<file path="config.mk">
export PLATFORM = sky130hd
export DESIGN_NAME = pfs_top
export DESIGN_NICKNAME = d
export VERILOG_FILES = /design/src/rtl/pfs_pkg.sv /design/src/rtl/pfs_top.sv /design/src/rtl/pfs_sync.sv /design/src/rtl/pfs_div.sv
export SDC_FILE = /design/constraint.sdc
export NUM_CORES = 1
export LEC_CHECK = 0
export ABC_AREA = 1
export ABC_CLOCK_PERIOD_IN_PS = 5600
export BUFFER_PORTS_ARGS = -buffer_cell sky130_fd_sc_hd__buf_2
export CAP_MARGIN = 20
export CORE_MARGIN = 3
export CORE_UTILIZATION = 31
export CTS_BUF_LIST = sky130_fd_sc_hd__clkbuf_4 sky130_fd_sc_hd__clkbuf_8
export DETAILED_ROUTE_END_ITERATION = 16
export PLACE_DENSITY = 0.56
export SYNTH_ARGS = -nofsm -noshare
export SYNTH_HDL_FRONTEND = slang
export SYNTH_SLANG_ARGS = --single-unit
</file>
<file path="constraint.sdc">
create_clock -name sys_clk_i -period 5.6 [get_ports sys_clk_i]
set_input_delay 0.28 -clock sys_clk_i [delete_from_list [all_inputs] [get_ports sys_clk_i]]
set_output_delay 0.28 -clock sys_clk_i [all_outputs]
set_load 0.005 [all_outputs]
</file>
<file path="src/rtl/pfs_pkg.sv">
// Purpose: Shared constants and types for the feedback divider block
// Assumes: APB data 32 bits; register index times four is the address
// Notes:   Sources for the status pin are indices into level vectors
package pfs_pkg;

  localparam int PFS_IDX_W = 6;
  typedef logic [PFS_IDX_W-1:0] pfs_idx_t;

  localparam pfs_idx_t PFS_IDX_STS  = 6'h07;
  localparam pfs_idx_t PFS_IDX_RDIV = 6'h11;
  localparam pfs_idx_t PFS_IDX_ACNT = 6'h13;
  localparam pfs_idx_t PFS_IDX_BCNT = 6'h14;
  localparam pfs_idx_t PFS_IDX_FBK  = 6'h16;
  localparam pfs_idx_t PFS_IDX_MON  = 6'h1f;

  localparam int PFS_FBK_RST_R   = 6;
  localparam int PFS_FBK_RST_AB  = 5;
  localparam int PFS_FBK_RST_ALL = 4;
  localparam int PFS_FBK_BYP     = 3;
  localparam int PFS_FBK_PRE_LSB = 0;
  localparam int PFS_FBK_PRE_W   = 3;
  localparam int PFS_STS_SEL_LSB = 2;
  localparam int PFS_STS_SEL_W   = 6;

  localparam logic [7:0]  PFS_FBK_RST  = 8'h00;
  localparam logic [7:0]  PFS_STS_RST  = 8'h00;
  localparam logic [13:0] PFS_RDIV_RST = 14'h0001;
  localparam logic [5:0]  PFS_ACNT_RST = 6'h00;
  localparam logic [12:0] PFS_BCNT_RST = 13'h0001;
  localparam logic [13:0] PFS_DIV_ONE  = 14'h0001;
  localparam logic [5:0]  PFS_DIV3_VAL = 6'h03;

  typedef enum logic [2:0] {
    PRE_DIV1 = 3'b000, PRE_DIV2 = 3'b001,
    PRE_DM2  = 3'b010, PRE_DM4  = 3'b011,
    PRE_DM8  = 3'b100, PRE_DM16 = 3'b101,
    PRE_DM32 = 3'b110, PRE_DIV3 = 3'b111
  } pfs_pre_t;

  typedef enum logic [2:0] {
    IS_GND = 3'b000, IS_NDIV = 3'b001, IS_RDIV = 3'b010,
    IS_ADIV = 3'b011, IS_PRE = 3'b100, IS_UP = 3'b101,
    IS_DN = 3'b110, IS_NONE = 3'b111
  } pfs_int_sel_t;

  typedef enum logic [3:0] {
    MS_GND = 4'h0, MS_FIRST = 4'h1, MS_SECOND = 4'h2,
    MS_SEL = 4'h3, MS_UNSEL = 4'h4, MS_SEL_OK = 4'h5,
    MS_UNSEL_OK = 4'h6, MS_FIRST_FRQ = 4'h7,
    MS_SECOND_FRQ = 4'h8, MS_BOTH_FRQ = 4'h9,
    MS_LOCK_ALL = 4'ha, MS_VCO_OK = 4'hb, MS_WHICH = 4'hc,
    MS_LOCK = 4'hd, MS_HOLD = 4'he, MS_LDCMP = 4'hf
  } pfs_mon_sel_t;

  typedef struct packed {
    logic diff_mode;
    logic ref_sel;
    logic sel_ok;
    logic unsel_ok;
    logic first_frq_ok;
    logic second_frq_ok;
    logic vco_ok;
    logic digital_lock_flag;
    logic holdover;
    logic lock_cmp;
  } pfs_mon_t;

  typedef struct packed {
    logic        psel;
    logic        penable;
    logic        pwrite;
    logic [7:0]  paddr;
    logic [31:0] pwdata;
  } pfs_apb_req_t;

endpackage

</file>
<file path="src/rtl/pfs_top.sv">
// Purpose: Feedback divider control and status pin selector
// Assumes: Pins are event inputs far slower than sys_clk_i
// Notes:   APB slave, zero wait states, index times four addressing
// Notes on behaviour
// - Bypass forces B to one in fixed mode
// - Prescaler codes pick fixed or dual modulus
// - Code 110 divides 32/33, 32 when A zero
// - Code 000001 gives delayed N output
// - Codes 000010-000110 give R, A, prescaler, pump
// - Other leading-zero codes drive ground
// - 100000 ground, 100001 first reference clock
// - 100010 second reference, none when differential
// - 100011 reference selected into loop
// - 100100 unselected reference, none when differential
// - 100101 selected reference valid, active high
// - 100110 unselected reference status, active high
// - 100111, 101000 reference frequency status levels
// - 101001 AND of both frequency levels
// - 101010 lock, selected status, oscillator AND
// - 101011 oscillator frequency status level
// - 101100 reference in use, high second
// - 101101 digital lock flag, active high
// - 101110 holdover active, active high
// - 101111 lock pin comparator output
// - Leading 11 codes invert status levels
`timescale 1ns/1ps
module pfs_top
  import pfs_pkg::*;
(
  input  wire logic          sys_clk_i,
  input  wire logic          rst_i,
  input  wire pfs_apb_req_t  apb_i,
  output logic               pready_o,
  output logic        [31:0] prdata_o,
  output logic               pslverr_o,
  input  wire logic   [1:0]  ref_pin_i,
  input  wire logic          vco_pin_i,
  input  wire pfs_mon_t      mon_i,
  output logic               status_o,
  output logic               fbk_div_o,
  output logic               ref_div_o,
  output logic               pump_up_o,
  output logic               pump_dn_o
);

  // Register state
  logic [7:0]  fbk_q;
  logic [7:0]  sts_q;
  logic [13:0] rdiv_q;
  logic [5:0]  acnt_q;
  logic [12:0] bcnt_q;
  logic [31:0] prdata_q;

  // APB decode
  wire pfs_idx_t idx     = apb_i.paddr[7:2];
  wire           aligned = (apb_i.paddr[1:0] == 2'b00);
  wire           hit_fbk = aligned && (idx == PFS_IDX_FBK);
  wire           hit_sts = aligned && (idx == PFS_IDX_STS);
  wire           hit_rdv = aligned && (idx == PFS_IDX_RDIV);
  wire           hit_acn = aligned && (idx == PFS_IDX_ACNT);
  wire           hit_bcn = aligned && (idx == PFS_IDX_BCNT);
  wire           hit_mon = aligned && (idx == PFS_IDX_MON);
  wire           mapped  = hit_fbk | hit_sts | hit_rdv |
                           hit_acn | hit_bcn | hit_mon;
  wire           access  = apb_i.psel & apb_i.penable;
  wire           setup   = apb_i.psel & ~apb_i.penable;
  wire           wr_en   = access & apb_i.pwrite & mapped;

  assign pready_o  = access;
  assign pslverr_o = access & ~mapped;
  assign prdata_o  = prdata_q;

  // Control fields
  wire      rst_all = fbk_q[PFS_FBK_RST_ALL];
  wire      ab_clr  = fbk_q[PFS_FBK_RST_AB] | rst_all;
  wire      r_clr   = fbk_q[PFS_FBK_RST_R] | rst_all;
  wire      byp     = fbk_q[PFS_FBK_BYP];
  wire pfs_pre_t pre_mode =
    pfs_pre_t'(fbk_q[PFS_FBK_PRE_LSB +: PFS_FBK_PRE_W]);
  wire [5:0] sel    = sts_q[PFS_STS_SEL_LSB +: PFS_STS_SEL_W];

  // Pin sampling
  logic [2:0] pin_lvl;
  logic       vco_prev_q;
  logic       ref_prev_q;

  pfs_sync #(
    .W (3)
  ) u_sync (
    .sys_clk_i (sys_clk_i),
    .rst_i     (rst_i),
    .pin_i     ({vco_pin_i, ref_pin_i}),
    .lvl_o     (pin_lvl)
  );

  wire first_lvl  = pin_lvl[0];
  wire second_lvl = pin_lvl[1];
  wire vco_lvl    = pin_lvl[2];
  wire diff       = mon_i.diff_mode;

  // Differential input arrives on the first pin pair
  wire sel_clk   = (!diff && mon_i.ref_sel) ? second_lvl
                                            : first_lvl;
  wire unsel_clk = diff ? 1'b0 :
                   (mon_i.ref_sel ? first_lvl : second_lvl);
  wire vco_tick  = vco_lvl & ~vco_prev_q;
  wire ref_tick  = sel_clk & ~ref_prev_q;

  // Prescaler
  wire pre_fixed = (pre_mode == PRE_DIV1) ||
                   (pre_mode == PRE_DIV2) ||
                   (pre_mode == PRE_DIV3);
  wire pre_dual  = ~pre_fixed;
  wire [2:0] pre_code = fbk_q[PFS_FBK_PRE_LSB +: PFS_FBK_PRE_W];

  // Lower ratio is a power of two except the divide-by-3 code
  wire [5:0] pre_base =
    (pre_mode == PRE_DIV3) ? PFS_DIV3_VAL :
    pre_dual ? 6'(6'h01 << (pre_code - 3'h1)) :
               6'(6'h01 << pre_code);

  logic [5:0] pre_cnt_q;
  logic [5:0] a_cnt_q;
  logic       a_out_q;
  logic       pre_out_q;

  // Less-than: A zero, or a leftover count, keeps lower ratio
  wire       a_act    = (a_cnt_q < acnt_q);
  wire [5:0] modulus  = pre_base +
                        {5'h00, pre_dual & a_act};
  wire       pre_last = (pre_cnt_q >= modulus - 6'h01);
  wire       pre_tick = vco_tick & pre_last & ~ab_clr;
  wire       a_wrap   = pre_tick & pre_dual & a_act &
                        (a_cnt_q == acnt_q - 6'h01);

  // Bypass honoured only in fixed mode; dual mode keeps B
  wire       byp_act  = byp & pre_fixed;
  wire [13:0] b_eff   = byp_act ? PFS_DIV_ONE
                                : {1'b0, bcnt_q};

  logic n_wrap;
  logic n_pls;
  logic r_pls;

  pfs_div u_ndiv (
    .sys_clk_i (sys_clk_i),
    .rst_i     (rst_i),
    .clr_i     (ab_clr),
    .tick_i    (pre_tick),
    .div_i     (b_eff),
    .wrap_o    (n_wrap),
    .pulse_o   (n_pls)
  );

  pfs_div u_rdiv (
    .sys_clk_i (sys_clk_i),
    .rst_i     (rst_i),
    .clr_i     (r_clr),
    .tick_i    (ref_tick),
    .div_i     (rdiv_q),
    .wrap_o    (),
    .pulse_o   (r_pls)
  );

  // Delay stage and phase detector
  logic n_dly_q;
  logic r_dly_q;
  logic up_q;
  logic dn_q;

  wire up_set  = up_q | r_dly_q;
  wire dn_set  = dn_q | n_dly_q;
  wire pd_both = up_set & dn_set;
  wire up_d    = up_set & ~pd_both;
  wire dn_d    = dn_set & ~pd_both;

  // Status sources
  logic [7:0]  int_vec;
  logic [15:0] mon_vec;
  logic        status_q;

  assign int_vec[IS_GND]  = 1'b0;
  assign int_vec[IS_NDIV] = n_dly_q;
  assign int_vec[IS_RDIV] = r_dly_q;
  assign int_vec[IS_ADIV] = a_out_q;
  assign int_vec[IS_PRE]  = pre_out_q;
  assign int_vec[IS_UP]   = up_q;
  assign int_vec[IS_DN]   = dn_q;
  assign int_vec[IS_NONE] = 1'b0;

  assign mon_vec[MS_GND]        = 1'b0;
  assign mon_vec[MS_FIRST]      = first_lvl;
  assign mon_vec[MS_SECOND]     = second_lvl & ~diff;
  assign mon_vec[MS_SEL]        = sel_clk;
  assign mon_vec[MS_UNSEL]      = unsel_clk;
  assign mon_vec[MS_SEL_OK]     = mon_i.sel_ok;
  assign mon_vec[MS_UNSEL_OK]   = mon_i.unsel_ok & ~diff;
  assign mon_vec[MS_FIRST_FRQ]  = mon_i.first_frq_ok;
  assign mon_vec[MS_SECOND_FRQ] = mon_i.second_frq_ok;
  assign mon_vec[MS_BOTH_FRQ]   = mon_i.first_frq_ok &
                                  mon_i.second_frq_ok;
  assign mon_vec[MS_LOCK_ALL]   = mon_i.digital_lock_flag &
                                  mon_i.sel_ok &
                                  mon_i.vco_ok;
  assign mon_vec[MS_VCO_OK]     = mon_i.vco_ok;
  assign mon_vec[MS_WHICH]      = mon_i.ref_sel & ~diff;
  assign mon_vec[MS_LOCK]       = mon_i.digital_lock_flag;
  assign mon_vec[MS_HOLD]       = mon_i.holdover;
  assign mon_vec[MS_LDCMP]      = mon_i.lock_cmp;

  // Leading zero: only codes 000001-000110 carry a source
  wire int_pick = (sel[4:3] == 2'b00) ? int_vec[sel[2:0]]
                                      : 1'b0;
  wire mon_pick = mon_vec[sel[3:0]];
  wire mon_dyn  = (sel[3:0] >= MS_FIRST) &&
                  (sel[3:0] <= MS_UNSEL);
  // Clocks pass unchanged; levels, ground too, invert
  wire mon_inv  = sel[4] & ~mon_dyn;
  wire status_d = sel[5] ? (mon_pick ^ mon_inv)
                         : int_pick;

  assign status_o  = status_q;
  assign fbk_div_o = n_dly_q;
  assign ref_div_o = r_dly_q;
  assign pump_up_o = up_q;
  assign pump_dn_o = dn_q;

  // Read data captured in setup, stable through access
  wire [31:0] rd_mux =
    hit_fbk ? {24'h000000, fbk_q} :
    hit_sts ? {24'h000000, sts_q} :
    hit_rdv ? {18'h00000, rdiv_q} :
    hit_acn ? {26'h0000000, acnt_q} :
    hit_bcn ? {19'h00000, bcnt_q} :
    hit_mon ? {25'h0000000, byp_act, pre_fixed, a_act,
               dn_q, up_q, status_q, n_dly_q} :
    32'h00000000;

  always_ff @(posedge sys_clk_i) begin
    if (rst_i) begin
      fbk_q  <= PFS_FBK_RST;
      sts_q  <= PFS_STS_RST;
      rdiv_q <= PFS_RDIV_RST;
      acnt_q <= PFS_ACNT_RST;
      bcnt_q <= PFS_BCNT_RST;
    end else if (wr_en) begin
      if (hit_fbk) fbk_q  <= apb_i.pwdata[7:0];
      if (hit_sts) sts_q  <= apb_i.pwdata[7:0];
      if (hit_rdv) rdiv_q <= apb_i.pwdata[13:0];
      if (hit_acn) acnt_q <= apb_i.pwdata[5:0];
      if (hit_bcn) bcnt_q <= apb_i.pwdata[12:0];
    end
  end

  always_ff @(posedge sys_clk_i) begin
    if (rst_i) begin
      prdata_q <= '0;
    end else if (setup) begin
      prdata_q <= rd_mux;
    end
  end

  // Prescaler and A counter; a new N cycle restarts A
  always_ff @(posedge sys_clk_i) begin
    if (rst_i || ab_clr) begin
      pre_cnt_q <= '0;
      a_cnt_q   <= '0;
      a_out_q   <= 1'b0;
      pre_out_q <= 1'b0;
    end else begin
      a_out_q   <= a_wrap;
      pre_out_q <= pre_tick;
      if (vco_tick) begin
        pre_cnt_q <= pre_last ? '0 : pre_cnt_q + 6'h01;
      end
      if (n_wrap) begin
        a_cnt_q <= '0;
      end else if (pre_tick && pre_dual && a_act) begin
        a_cnt_q <= a_cnt_q + 6'h01;
      end
    end
  end

  always_ff @(posedge sys_clk_i) begin
    if (rst_i) begin
      vco_prev_q <= 1'b0;
      ref_prev_q <= 1'b0;
      n_dly_q    <= 1'b0;
      r_dly_q    <= 1'b0;
      up_q       <= 1'b0;
      dn_q       <= 1'b0;
      status_q   <= 1'b0;
    end else begin
      vco_prev_q <= vco_lvl;
      ref_prev_q <= sel_clk;
      n_dly_q    <= n_pls;
      r_dly_q    <= r_pls;
      up_q       <= up_d;
      dn_q       <= dn_d;
      status_q   <= status_d;
    end
  end
endmodule

</file>
<file path="src/rtl/pfs_sync.sv">
// Purpose: Three-stage synchroniser for pin inputs
// Assumes: Pins are asynchronous to sys_clk_i
// Notes:   Output follows once stages two and three agree
`timescale 1ns/1ps
module pfs_sync #(
  parameter int W = 3
) (
  input  wire logic         sys_clk_i,
  input  wire logic         rst_i,
  input  wire logic [W-1:0] pin_i,
  output logic      [W-1:0] lvl_o
);
  logic [W-1:0] s1_q;
  logic [W-1:0] s2_q;
  logic [W-1:0] s3_q;
  logic [W-1:0] lvl_q;

  for (genvar i = 0; i < W; i++) begin : g_bit
    always_ff @(posedge sys_clk_i) begin
      if (rst_i) begin
        s1_q[i]  <= 1'b0;
        s2_q[i]  <= 1'b0;
        s3_q[i]  <= 1'b0;
        lvl_q[i] <= 1'b0;
      end else begin
        s1_q[i] <= pin_i[i];
        s2_q[i] <= s1_q[i];
        s3_q[i] <= s2_q[i];
        // Filters a single-stage glitch
        if (s2_q[i] == s3_q[i]) begin
          lvl_q[i] <= s3_q[i];
        end
      end
    end
  end

  assign lvl_o = lvl_q;
endmodule

</file>
<file path="src/rtl/pfs_div.sv">
// Purpose: Programmable event divider
// Assumes: Divide value of zero behaves as one
// Notes:   wrap_o is combinational, pulse_o one cycle later
`timescale 1ns/1ps
module pfs_div
  import pfs_pkg::*;
(
  input  wire logic        sys_clk_i,
  input  wire logic        rst_i,
  input  wire logic        clr_i,
  input  wire logic        tick_i,
  input  wire logic [13:0] div_i,
  output logic             wrap_o,
  output logic             pulse_o
);
  logic [13:0] cnt_q;
  logic        pulse_q;
  wire         last = (div_i <= PFS_DIV_ONE) ||
                      (cnt_q >= div_i - PFS_DIV_ONE);

  assign wrap_o  = tick_i & last & ~clr_i;
  assign pulse_o = pulse_q;

  always_ff @(posedge sys_clk_i) begin
    if (rst_i || clr_i) begin
      cnt_q   <= '0;
      pulse_q <= 1'b0;
    end else begin
      pulse_q <= wrap_o;
      if (tick_i) begin
        cnt_q <= last ? '0 : cnt_q + PFS_DIV_ONE;
      end
    end
  end
endmodule

</file>
==> insert_results.sql, run 1 <==
INSERT INTO impl_metrics (metric_group, metric, value, unit) VALUES
('synthesis', 'area_fraction_of_the_dominant_cell_type_after_synthesis', '31.7', '%'),
('clock_tree', 'clk_pin_slew_worst_paths', '0.07', 'ns'),
('floorplanning', 'top_level_ports', '97', ''),
('timing', 'maxSlewHeadroom', '34.9', '%'),
('synthesis', 'synth_cells', '1186', ''),
('timing', 'timing.final.max_slew_violations', '0', ''),
('route', 'antenna_violating_nets_post_route', '0', ''),
('worst_setup_path', 'cp_top_family', 'simple AND/OR/NAND/NOR gates', ''),
('placement', 'place_hpwl', '17300', 'um'),
('route', 'drt_pass1_iterations', '5', ''),
('worst_setup_path', 'slowest_stage', 'nor2_1', ''),
('clock_tree', 'post_cts.resized_instances', '0', ''),
('hold_path', 'hold_path_depth', '3', ''),
('pwr', 'power_per_cell_area', '199', 'mW/mm2'),
('placement', 'globalplace.congestion', '0.863', ''),
('run', 'maximum_capacitance_violations', '0', ''),
('worst_setup_path', 'cp_data_required_time', '5.93', 'ns'),
('grt', 'grt_overflow', '0', ''),
('clock_tree', 'cts_max_path_buffers', '2', ''),
('route', 'post-route-drc-count', '0', ''),
('synthesis', 'synth.most_common_cell', 'nand2_1', ''),
('synthesis', 'postSynthAreaPerCell', '6.71', 'um2'),
('final_layout', 'num-nets-final', '1355', ''),
('final_layout', 'fraction_of_layout_cells_with_a_size_suffix_above_1', '9.49', '%'),
('clock_tree', 'cts_root_buffer', 'clkbuf_8', ''),
('final_layout', 'layout-area-overhead-vs-synth', '11.8', '%'),
('synthesis', 'synth_seq_area_share', '31.7', '%'),
('outcome', 'run_status', 'complete, no violations', ''),
('timing', 'timing.clock.skew', '0.0106', 'ns'),
('final_layout', 'insertedDiodeCount', '0', ''),
('worst_setup_path', 'worst-r2r-cell-count', '25', ''),
('worst_setup_path', 'cp-end-kind', 'flop', ''),
('grt', 'grt_antenna_before_repair', '0', ''),
('grt', 'vias_in_the_first_global_route', '7030', ''),
('pwr', 'leakagePower', '4.14', 'nW'),
('timing', 'post_layout_min_period', '4.17', 'ns'),
('worst_setup_path', 'setup.reg_to_reg.worst_slack', '1.43', 'ns'),
('timing', 'setup_total_negative_slack', '0', 'ns'),
('timing', 'worstMarginPinSlew', '0.969', 'ns'),
('hold_path', 'hold_end', 'u_sync.s1_q[1]$_SDFF_PP0_', ''),
('clock_tree', 'tritoncts_clock_tree', 'done', ''),
('route', 'vias', '7540', ''),
('worst_setup_path', 'worstPathArrival', '4.50', 'ns'),
('pwr', 'p_total', '1.77', 'mW'),
('route', 'wire_per_inst', '14.3', 'um'),
('synthesis', 'synth.largest_area_cell', 'dfxtp_1', ''),
('worst_setup_path', 'setup.worst_path.class', 'reg -> reg', ''),
('timing', 'final_hold_viol_count', '0', ''),
('synthesis', 'mappedNetlistArea', '0.00795', 'mm2'),
('worst_setup_path', 'rr_endpoint', 'a_cnt_q[4]$_SDFFE_PP0P_', ''),
('synthesis', 'synth.area.top_cells', 'dfxtp_1 (32%), nand2_1 (13%), nor2_1 (9.0%)', ''),
('placement', 'io_buffer_count', '60', ''),
('clock_tree', 'postCtsSetupBuffers', '0', ''),
('synthesis', 'async_reset_ff_share', '0', '%'),
('grt', 'grt_util_all_layers', '16.6', '%'),
('worst_setup_path', 'crit_buf_inv', '4', ''),
('worst_setup_path', 'startpoint_of_the_worst_slack_reg_to_reg_timing_path', 'fbk_q[0]$_SDFFE_PP0P_', ''),
('timing', 'finalCritPeriodShare', '74.5', '%'),
('clock_tree', 'cts_made_buffers', '17', ''),
('timing', 'layout_setup_ws', '1.43', 'ns'),
('worst_setup_path', 'slowest_stage_delay_cp', '0.55', 'ns'),
('worst_setup_path', 'worstPathMaxFanout', '16', ''),
('clock_tree', 'worstSkewPairLatency', '0.45', 'ns'),
('timing', 'finalSetupViolCount', '0', ''),
('floorplanning', 'start_util', '32.1', '%'),
('route', 'vias_per_cell', '4.78', ''),
('floorplanning', 'chipHeight', '166', 'um'),
('route', 'detail_route.wirelength', '22500', 'um'),
('placement', 'dpl-instance-area', '0.00850', 'mm2'),
('clock_tree', 'ctsHtreeMaxLevel', '4', ''),
('synthesis', 'synth.cells.most_frequent', 'nand2_1 (270), nor2_1 (191), inv_1 (145)', '');
through the flow:
step / hold slack, ns / std cells
CTS: 0.0110 / 1577
detailed placement: 0.395 / 1546
global placement: 0.389 / 1546
finish: 0.0370 / 1578
floorplan: 0.362 / 1203
global route: 0.0222 / 1578
final cells by class:
cell class,count,area (um2)
Tap cell,324,405
Inverter,147,552
Clock buffer,23,292
Clock inverter,8,90.1
Fill cell,2745,15900
Sequential cell,126,2520
Timing Repair Buffer,68,360
Multi-Input combinational cell,882,4670
worst max path at each step:
| stage | end | cells past startpoint | slack [ns] | startpoint |
|---|---|---|---|---|
| floorplan | u_ndiv.cnt_q[8]$_SDFFE_PP0N_ | 24 | 2.19 | fbk_q[0]$_SDFFE_PP0P_ |
| global placement | a_cnt_q[5]$_SDFFE_PP0P_ | 25 | 1.42 | fbk_q[0]$_SDFFE_PP0P_ |
| detailed placement | a_cnt_q[2]$_SDFFE_PP0P_ | 25 | 1.38 | fbk_q[0]$_SDFFE_PP0P_ |
| CTS | a_cnt_q[5]$_SDFFE_PP0P_ | 26 | 1.37 | fbk_q[0]$_SDFFE_PP0P_ |
| global route | a_cnt_q[4]$_SDFFE_PP0P_ | 25 | 0.76 | fbk_q[0]$_SDFFE_PP0P_ |
| finish | a_cnt_q[4]$_SDFFE_PP0P_ | 25 | 1.43 | fbk_q[0]$_SDFFE_PP0P_ |
routing by layer:
metal,vias up,global-route usage [%],routed length (um)
met5,-,0,0
li1,3899,-,-
met3,21,3.40,1290
met1,3430,23.8,11300
met2,190,25.4,9620
met4,0,4.05,297
power by group:
| part | switching (mW) | total, mW | leakage, nW | internal [mW] |
|---|---|---|---|---|
| clock | 0.357 | 0.788 | 0.207 | 0.431 |
| combinational | 0.0575 | 0.0785 | 2.92 | 0.0210 |
| sequential | 0.00176 | 0.902 | 1.02 | 0.900 |
placed cells by master (no fill, tap or decap), types with 3 or more instances in the layout:
master,count
xor2_1,40
nor3_1,19
o22ai_1,3
buf_2,60
o21ai_0,37
nor4_1,4
ha_1,55
a21oi_1,79
clkinv_2,6
nand3_1,62
nand3b_1,3
clkbuf_4,4
conb_1,18
o211ai_1,10
xnor2_1,12
clkbuf_8,19
and3_1,3
nand2_1,270
inv_1,145
nand4_1,44
nand3_2,4
buf_4,8
nor2_2,3
o21bai_1,4
dfxtp_1,126
nor2_1,190
kinds of logic (layout without fill, tap and decap cells):
logic type / Yosys count / after routing / share of synthesized area, %
AND/OR/NAND/NOR: 616 / 616 / 33.8
buffers and inverters: 195 / 246 / 10.4
AO/OA/AOI/OAI: 139 / 139 / 9.42
flip-flops: 126 / 126 / 31.7
adder cells (fa/ha/maj): 55 / 55 / 8.65
XOR/XNOR: 52 / 52 / 5.73
multiplexers: 2 / 2 / 0.252
other: 1 / 18 / 0.0471
registers in the layout, indices dropped and copies added (netlist names), 3 cells and up:
register	count
u_sync.lvl_o	3
acnt_q	6
a_cnt_q	6
prdata_o	14
sts_q	8
rdiv_q	14
u_sync.s1_q	3
u_ndiv.cnt_q	14
u_sync.s2_q	3
u_sync.s3_q	3
bcnt_q	13
fbk_q	8
u_rdiv.cnt_q	14
pre_cnt_q	6
worst reg2reg max path, cell delays in order (launching register included):
cell and delay (ns):
dfxtp_1 0.42, inv_1 0.11, ha_1 0.20, nand2_1 0.09, nand2_1 0.07, nor2_1 0.26, nand2_1 0.08, o21ai_0 0.11
nand2_1 0.09, o21ai_0 0.15, inv_1 0.06, ha_1 0.23, ha_1 0.21, xor2_1 0.15, inv_1 0.06, ha_1 0.27
nand2_1 0.06, nor2_1 0.09, o21ai_0 0.08, nand3_1 0.13, nand3_1 0.08, buf_4 0.23, nor2_1 0.56, nor2_1 0.08
a21oi_1 0.14, nor2_1 0.06
(Power assumes the default switching activity.)
==> inputs of run 2 (changes only) <==
--- a/config.mk
+++ b/config.mk
@@ -6,14 +6,14 @@
 export NUM_CORES = 1
 export LEC_CHECK = 0
 export ABC_AREA = 1
-export ABC_CLOCK_PERIOD_IN_PS = 5600
+export ABC_CLOCK_PERIOD_IN_PS = 3650
 export BUFFER_PORTS_ARGS = -buffer_cell sky130_fd_sc_hd__buf_2
 export CAP_MARGIN = 20
 export CORE_MARGIN = 3
 export CORE_UTILIZATION = 31
 export CTS_BUF_LIST = sky130_fd_sc_hd__clkbuf_4 sky130_fd_sc_hd__clkbuf_8
 export DETAILED_ROUTE_END_ITERATION = 16
-export PLACE_DENSITY = 0.56
+export PLACE_DENSITY = 0.58
 export SYNTH_ARGS = -nofsm -noshare
 export SYNTH_HDL_FRONTEND = slang
 export SYNTH_SLANG_ARGS = --single-unit
==> constraint.sdc (replaced) <==
create_clock -name sys_clk_i -period 3.65 [get_ports sys_clk_i]
set_input_delay 0.1825 -clock sys_clk_i [delete_from_list [all_inputs] [get_ports sys_clk_i]]
set_output_delay 0.1825 -clock sys_clk_i [all_outputs]
set_load 0.005 [all_outputs]
==> run 2 against run 1 <==
Clock power rose by 57%; sequential power is 53% higher; core utilization is 1.9 points higher; register-to-register slack got worse by 1.2 ns; hold slack improved by 0.011 ns; combinational power is 66% higher; sequential share of layout area down 1.4 points; final area increased by 5.4%; via count grew 2.2%; first-iteration DRC count is 0.55% lower; critical endpoint is now u_ndiv.cnt_q[3]$_SDFFE_PP0N_.
==> insert_results.sql, run 2 (synthesized netlist as in run 1, its figures left out) <==
INSERT INTO impl_metrics (metric_group, metric, value, unit) VALUES
('final_layout', 'num-nets-final', '1399', ''),
('pwr', 'internal-power', '2.11', 'mW'),
('route', 'antenna_violating_nets_post_route', '0', ''),
('grt', 'vias_in_the_first_global_route', '7097', ''),
('clock_tree', 'cts_root_buffer', 'clkbuf_8', ''),
('route', 'routed_met2_length', '10200', 'um'),
('hold_path', 'worst_hold_path_type', 'in -> reg', ''),
('timing', 'finalCritPeriodShare', '92.9', '%'),
('grt', 'wire_length_of_the_first_global_routing_pass', '37100', 'um'),
('route', 'drt-initial-drc-count', '543', ''),
('run', 'maximum_capacitance_violations', '0', ''),
('worst_setup_path', 'cp-end-kind', 'flop', ''),
('final_layout', 'layout-area-overhead-vs-synth', '17.8', '%'),
('clock_tree', 'cts_max_path_buffers', '2', ''),
('timing', 'final_hold_viol_count', '0', ''),
('outcome', 'run_status', 'complete, no violations', ''),
('timing', 'timing.final.max_slew_violations', '0', ''),
('route', 'vias_per_cell', '4.76', ''),
('floorplanning', 'die_area', '0.0276', 'mm2'),
('final_layout', 'layout.cells.most_common', 'nand2_1', ''),
('hold_path', 'hold_path_depth', '3', ''),
('worst_setup_path', 'setup.reg_to_reg.worst_slack', '0.26', 'ns'),
('hold_path', 'hold_end', 'rdiv_q[6]$_SDFFE_PP0P_', ''),
('placement', 'globalplace.congestion', '0.831', ''),
('placement', 'dpl-instance-area', '0.00870', 'mm2'),
('final_layout', 'fraction_of_layout_cells_with_a_size_suffix_above_1', '13.5', '%'),
('timing', 'worstMarginPinSlew', '0.683', 'ns'),
('clock_tree', 'tritoncts_num_sinks', '126', ''),
('timing', 'post_layout_min_period', '3.39', 'ns'),
('route', 'vias', '7709', ''),
('route', 'wire_per_inst', '14.1', 'um'),
('worst_setup_path', 'startpoint_of_the_worst_slack_reg_to_reg_timing_path', 'fbk_q[0]$_SDFFE_PP0P_', ''),
('pwr', 'leakagePower', '4.36', 'nW'),
('final_layout', 'number_of_standard_cells_in_the_final_layout_excluding_fillers', '1620', ''),
('clock_tree', 'ctsHtreeMaxLevel', '4', ''),
('floorplanning', 'start_util', '32.1', '%'),
('floorplanning', 'design.core.area', '0.0247', 'mm2'),
('floorplanning', 'top_level_ports', '97', ''),
('pwr', 'power_per_cell_area', '294', 'mW/mm2'),
('worst_setup_path', 'worst-r2r-cell-count', '24', ''),
('worst_setup_path', 'worstPathMaxFanout', '10', ''),
('route', 'post-route-drc-count', '0', ''),
('hold_path', 'hp-start', 'apb_i[6]', ''),
('pwr', 'power.share.combinational', '4.7', '%'),
('timing', 'finalSetupViolCount', '0', ''),
('worst_setup_path', 'timing.critical_path.from_type', 'flop', ''),
('worst_setup_path', 'cp_data_required_time', '4.00', 'ns'),
('timing', 'final_hold_slack', '0.0483', 'ns'),
('floorplanning', 'row_count', '57', ''),
('route', 'met3_length', '1190', 'um'),
('worst_setup_path', 'worstPathArrival', '3.74', 'ns'),
('placement', 'placedCellCount', '1572', ''),
('route', 'route.top_layer_used', 'met4', ''),
('pwr', 'p_sw', '0.639', 'mW'),
('route', 'detail_route.wirelength', '22900', 'um'),
('worst_setup_path', 'rr_endpoint', 'u_ndiv.cnt_q[3]$_SDFFE_PP0N_', ''),
('final_layout', 'insertedDiodeCount', '0', ''),
('pwr', 'p_total', '2.75', 'mW'),
('floorplanning', 'dieWidth', '166', 'um'),
('pwr', 'power.sequential.fraction', '50.3', '%'),
('clock_tree', 'worstSkewPairLatency', '0.45', 'ns'),
('final_layout', 'finish.instance_area', '0.00937', 'mm2'),
('timing', 'maxSlewHeadroom', '54.3', '%'),
('timing', 'setup_total_negative_slack', '0', 'ns'),
('placement', 'io_buffer_count', '60', ''),
('route', 'drt_pass1_iterations', '5', ''),
('grt', 'grt_overflow', '0', ''),
('route', 'm1WireLength', '11200', 'um'),
('clock_tree', 'cts_made_buffers', '17', ''),
('worst_setup_path', 'crit_start', 'fbk_q[0]$_SDFFE_PP0P_', ''),
('worst_setup_path', 'setup.worst_path.class', 'reg -> reg', ''),
('pwr', 'switching_share', '23.2', '%'),
('clock_tree', 'clk_pin_slew_worst_paths', '0.08', 'ns'),
('timing', 'timing.clock.skew', '0.0165', 'ns'),
('floorplanning', 'chipHeight', '166', 'um'),
('pwr', 'ir_worst_vdd', '0.220', 'mV'),
('clock_tree', 'tritoncts_clock_tree', 'done', ''),
('grt', 'grt_max_degree', '51', ''),
('timing', 'fmax', '295', 'MHz'),
('pwr', 'p_clk_share', '45.0', '%'),
('grt', 'grt_util_all_layers', '16.4', '%'),
('final_layout', 'layout_common_cells', 'nand2_1 (265), nor2_1 (181), inv_1 (144), dfxtp_1 (124), a21oi_1 (79)', ''),
('grt', 'grt_antenna_before_repair', '0', ''),
('placement', 'place_hpwl', '17200', 'um');
[run 2: changes by cell type in the layout (fill, tap and decap cells not counted), sizes merged]
cell,delta
buf,+34
clkbuf,+1
clkinv,-3
dlygate4sd3,+9
nand2,+1
[run 2: per-stage QoR]
stage,setup WS (ns),utilization (%)
2_1_floorplan,0.242,-
3_3_place_gp,0.0328,35.1
3_5_place_dp,-0.0382,35.1
4_1_cts,0.0714,37.1
5_1_grt,-0.0382,37.9
6_report,0.258,37.9
[run 2: worst max path at each step]
| stage | endpoint | slack (ns) | depth (start not counted) |
|---|---|---|---|
| floorplan | u_ndiv.cnt_q[8]$_SDFFE_PP0N_ | 0.24 | 24 |
| global placement | u_ndiv.cnt_q[7]$_SDFFE_PP0N_ | 0.03 | 24 |
| detailed placement | u_ndiv.cnt_q[7]$_SDFFE_PP0N_ | -0.04 | 24 |
| CTS | u_ndiv.cnt_q[9]$_SDFFE_PP0N_ | 0.07 | 25 |
| global route | a_cnt_q[5]$_SDFFE_PP0P_ | -0.04 | 25 |
| finish | u_ndiv.cnt_q[3]$_SDFFE_PP0N_ | 0.26 | 24 |
[run 2: metal layers]
metal	vias up	global-route usage, %
li1	3984	-
met1	3513	23.6
met2	195	25.8
met3	17	2.55
met4	0	4.12
met5	-	0
[run 2: repair_timing]
item                       CTS  global route
hold buffers                 9             0
resized for setup            2            38
setup endpoints to repair    2            28
cloned                       0             2
hold endpoints to repair     9             0
buffers inserted             0             8
pin swaps                    0            12
[run 2: power by group through the flow]
| stage | Clock, mW | Sequential (mW) | Combinational [mW] |
|---|---|---|---|
| after floorplan | 0 | 1.41 | 0.0711 |
| after global placement | 0 | 1.41 | 0.120 |
| after detailed placement | 0 | 1.41 | 0.120 |
| after CTS | 1.27 | 1.38 | 0.128 |
| after global routing | 1.33 | 1.38 | 0.143 |
| final | 1.24 | 1.38 | 0.130 |
[run 2: area by class of cell]
cell class                 instances  area (um2)
timing repair buffer             111         722
inverter                         147         552
clock buffer                      24         312
clock inverter                     5        82.6
multi-input combinational        883        4770
sequential                       126        2520
fill                            2669       15400
tap                              324         405
[run 2: critical path, cell delays in order, from the launching register on]
cell     delay (ns)
dfxtp_2        0.33
buf_4          0.14
ha_1           0.20
nand2_2        0.08
nand2_1        0.08
nor2_2         0.17
nand2_1        0.09
o21ai_2        0.07
nand2_1        0.09
o21ai_1        0.14
inv_1          0.05
ha_2           0.19
ha_2           0.18
xor2_1         0.15
inv_1          0.06
ha_1           0.26
nand2_1        0.06
nor2_1         0.10
nand3_1        0.09
nand3_2        0.11
nand3_4        0.12
buf_12         0.19
nor2_1         0.14
xor2_1         0.16
nor2_1         0.06
==> inputs of run 3 (changes only) <==
--- a/config.mk
+++ b/config.mk
@@ -9,6 +9,7 @@
 export ABC_CLOCK_PERIOD_IN_PS = 3650
 export BUFFER_PORTS_ARGS = -buffer_cell sky130_fd_sc_hd__buf_2
 export CAP_MARGIN = 20
+export CORE_ASPECT_RATIO = 0.8
 export CORE_MARGIN = 3
 export CORE_UTILIZATION = 31
 export CTS_BUF_LIST = sky130_fd_sc_hd__clkbuf_4 sky130_fd_sc_hd__clkbuf_8
@@ -17,3 +18,4 @@
 export SYNTH_ARGS = -nofsm -noshare
 export SYNTH_HDL_FRONTEND = slang
 export SYNTH_SLANG_ARGS = --single-unit
+export TNS_END_PERCENT = 20
==> run 3 against run 2 <==
Via count barely moved; sequential power barely moved; sequential share of layout area down 0.51 points.
==> insert_results.sql, run 3 (synthesized netlist as in run 1, its figures left out) <==
INSERT INTO impl_metrics (metric_group, metric, value, unit) VALUES
('outcome', 'run_status', 'complete, no violations', ''),
('worst_setup_path', 'worstPathArrival', '3.77', 'ns'),
('clock_tree', 'cts_max_path_buffers', '2', ''),
('placement', 'io_buffer_count', '60', ''),
('worst_setup_path', 'cp-end-kind', 'flop', ''),
('grt', 'grt_util_all_layers', '16.4', '%'),
('timing', 'timing.clock.skew', '0.0125', 'ns'),
('grt', 'global_route.peak_usage_layer', 'met1', ''),
('final_layout', 'layout-area-overhead-vs-synth', '20.1', '%'),
('final_layout', 'fraction_of_layout_cells_with_a_size_suffix_above_1', '15.6', '%'),
('floorplanning', 'design.core.area', '0.0248', 'mm2'),
('clock_tree', 'cts_made_buffers', '17', ''),
('final_layout', 'number_of_standard_cells_in_the_final_layout_excluding_fillers', '1622', ''),
('floorplanning', 'chipHeight', '149', 'um'),
('timing', 'fmax', '291', 'MHz'),
('final_layout', 'insertedDiodeCount', '0', ''),
('clock_tree', 'cts_root_buffer', 'clkbuf_8', ''),
('worst_setup_path', 'worstPathMaxFanout', '8', ''),
('worst_setup_path', 'slowest_stage_delay_cp', '0.34', 'ns'),
('grt', 'grt_util_met1', '24.7', '%'),
('grt', 'gr-usage-met2', '24.3', '%'),
('placement', 'globalplace.congestion', '0.856', ''),
('route', 'vias', '7714', ''),
('placement', 'place_hpwl', '17400', 'um'),
('timing', 'finalCritPeriodShare', '94.1', '%'),
('route', 'wire_per_inst', '14.1', 'um'),
('grt', 'grt.met3_usage', '3.44', '%'),
('clock_tree', 'tritoncts_clock_tree', 'done', ''),
('route', 'post-route-drc-count', '0', ''),
('floorplanning', 'top_level_ports', '97', ''),
('route', 'drt-initial-drc-count', '596', ''),
('grt', 'grt_max_degree', '51', ''),
('floorplanning', 'dieWidth', '185', 'um'),
('run', 'maximum_capacitance_violations', '0', ''),
('pwr', 'power_per_cell_area', '309', 'mW/mm2'),
('clock_tree', 'clk_pin_slew_worst_paths', '0.08', 'ns'),
('placement', 'placedCellCount', '1573', ''),
('floorplanning', 'die_area', '0.0276', 'mm2'),
('route', 'detail_route.wirelength', '22800', 'um'),
('grt', 'grt_overflow', '0', ''),
('timing', 'post_layout_min_period', '3.43', 'ns'),
('clock_tree', 'ctsHtreeMaxLevel', '4', ''),
('final_layout', 'layout.cells.most_common', 'nand2_1', ''),
('grt', 'wire_length_of_the_first_global_routing_pass', '36300', 'um'),
('route', 'vias_per_cell', '4.76', ''),
('worst_setup_path', 'cp_data_required_time', '3.99', 'ns'),
('grt', 'vias_in_the_first_global_route', '7018', ''),
('timing', 'finalSetupViolCount', '0', ''),
('pwr', 'p_total', '2.95', 'mW'),
('worst_setup_path', 'timing.critical_path.from_type', 'flop', ''),
('timing', 'timing.final.max_slew_violations', '0', ''),
('pwr', 'ir_worst_vdd', '0.170', 'mV'),
('timing', 'worstMarginPinSlew', '0.736', 'ns'),
('floorplanning', 'row_count', '51', ''),
('hold_path', 'worst_hold_path_type', 'in -> reg', ''),
('clock_tree', 'tritoncts_num_sinks', '126', ''),
('worst_setup_path', 'setup.worst_path.class', 'reg -> reg', ''),
('timing', 'maxSlewHeadroom', '50.8', '%'),
('floorplanning', 'start_util', '32.1', '%'),
('worst_setup_path', 'critical_path.most_common_cell', 'nand2_1', ''),
('worst_setup_path', 'slowest_stage', 'dfxtp_2', ''),
('pwr', 'leakagePower', '4.42', 'nW'),
('grt', 'grt_antenna_before_repair', '0', ''),
('timing', 'final_hold_viol_count', '0', ''),
('route', 'antenna_violating_nets_post_route', '0', ''),
('final_layout', 'layout_common_cells', 'nand2_1 (260), nor2_1 (175), inv_1 (141), dfxtp_1 (124), a21oi_1 (78)', ''),
('final_layout', 'num-fill-cells', '2676', ''),
('route', 'drt_pass1_iterations', '8', ''),
('clock_tree', 'worstSkewPairLatency', '0.45', 'ns'),
('final_layout', 'num-nets-final', '1404', '');
==> run 3: cell types whose count changed in the layout (fill, tap and decap cells not counted), sizes merged <==
cell	previous run	this run
bufinv	2	4
clkinv	3	6
clkbuf	24	21
inv	147	148
buf	102	107
==> run 3: path summary, 6_finish.rpt <==
path	start	end	slack [ns]	cells past startpoint
setup / recovery	fbk_q[0]$_SDFFE_PP0P_	u_ndiv.cnt_q[1]$_SDFFE_PP0N_	0.22	26
hold / removal	mon_i[9]	ref_prev_q$_SDFF_PP0_	0.08	4
setup reg to reg	fbk_q[0]$_SDFFE_PP0P_	u_ndiv.cnt_q[1]$_SDFFE_PP0N_	0.22	26
hold reg to reg	u_rdiv.pulse_o$_SDFF_PP0_	ref_div_o$_SDFF_PP0_	0.40	2
==> run 3: where the power goes <==
| part | switching, mW | total [mW] | internal, mW |
|---|---|---|---|
| combinational | 0.0922 | 0.132 | 0.0399 |
| clock | 0.616 | 1.43 | 0.816 |
| sequential | 0.00334 | 1.38 | 1.38 |
==> run 3: layout make-up <==
| type | count | area [um2] | share of cell area (%) |
|---|---|---|---|
| clock inverters | 11 | 181 | 1.90 |
| clock buffers | 21 | 283 | 2.96 |
| repair buffers | 116 | 766 | 8.02 |
| flip-flops and latches | 126 | 2520 | 26.4 |
| inverters | 147 | 552 | 5.78 |
| multi-input cells | 883 | 4840 | 50.7 |
| well taps | 318 | 398 | 4.17 |
==> run 3: repair_timing <==
action / CTS / global route
resized for setup: 3 / 64
pin swaps: 0 / 23
hold buffers: 9 / 0
gates cloned: 0 / 2
setup endpoints to repair: 16 / 27
endpoints found under the hold margin: 11 / 0
buffers inserted: 0 / 6
==> run 3: critical path, delay by kind of cell (launching register included) <==
kind,cells,cell delay (ns)
buffers and inverters,6,0.63
xor gates and xnor gates,1,0.16
muxes,1,0.18
adders and majority gates,3,0.64
DFF,1,0.34
and+or+nand+nor,13,1.24
AOI/OAI and AO/OA,2,0.12
==> run 3: stage by stage <==
stage / hold WS (ns) / utilization (%) / instance area [um2] / setup TNS (ns) / setup slack, ns
after floorplan: 0.265 / - / 8020 / 0 / 0.242
after global routing: 0.0744 / 38.6 / 9550 / -0.779 / -0.0684
final: 0.0849 / 38.6 / 9550 / 0 / 0.216
after detailed placement: 0.395 / 35.3 / 8740 / -0.279 / -0.0823
after global placement: 0.389 / 35.3 / 8740 / -0.00950 / -0.00717
after CTS: 0.0446 / 37.6 / 9310 / 0 / 0.0148
==> run 3: layer usage <==
layer / share of wire, % / wire [um]
met1: 51 / 11700
met2: 42 / 9660
met3: 5.9 / 1340
met4: 0.65 / 148
met5: 0 / 0
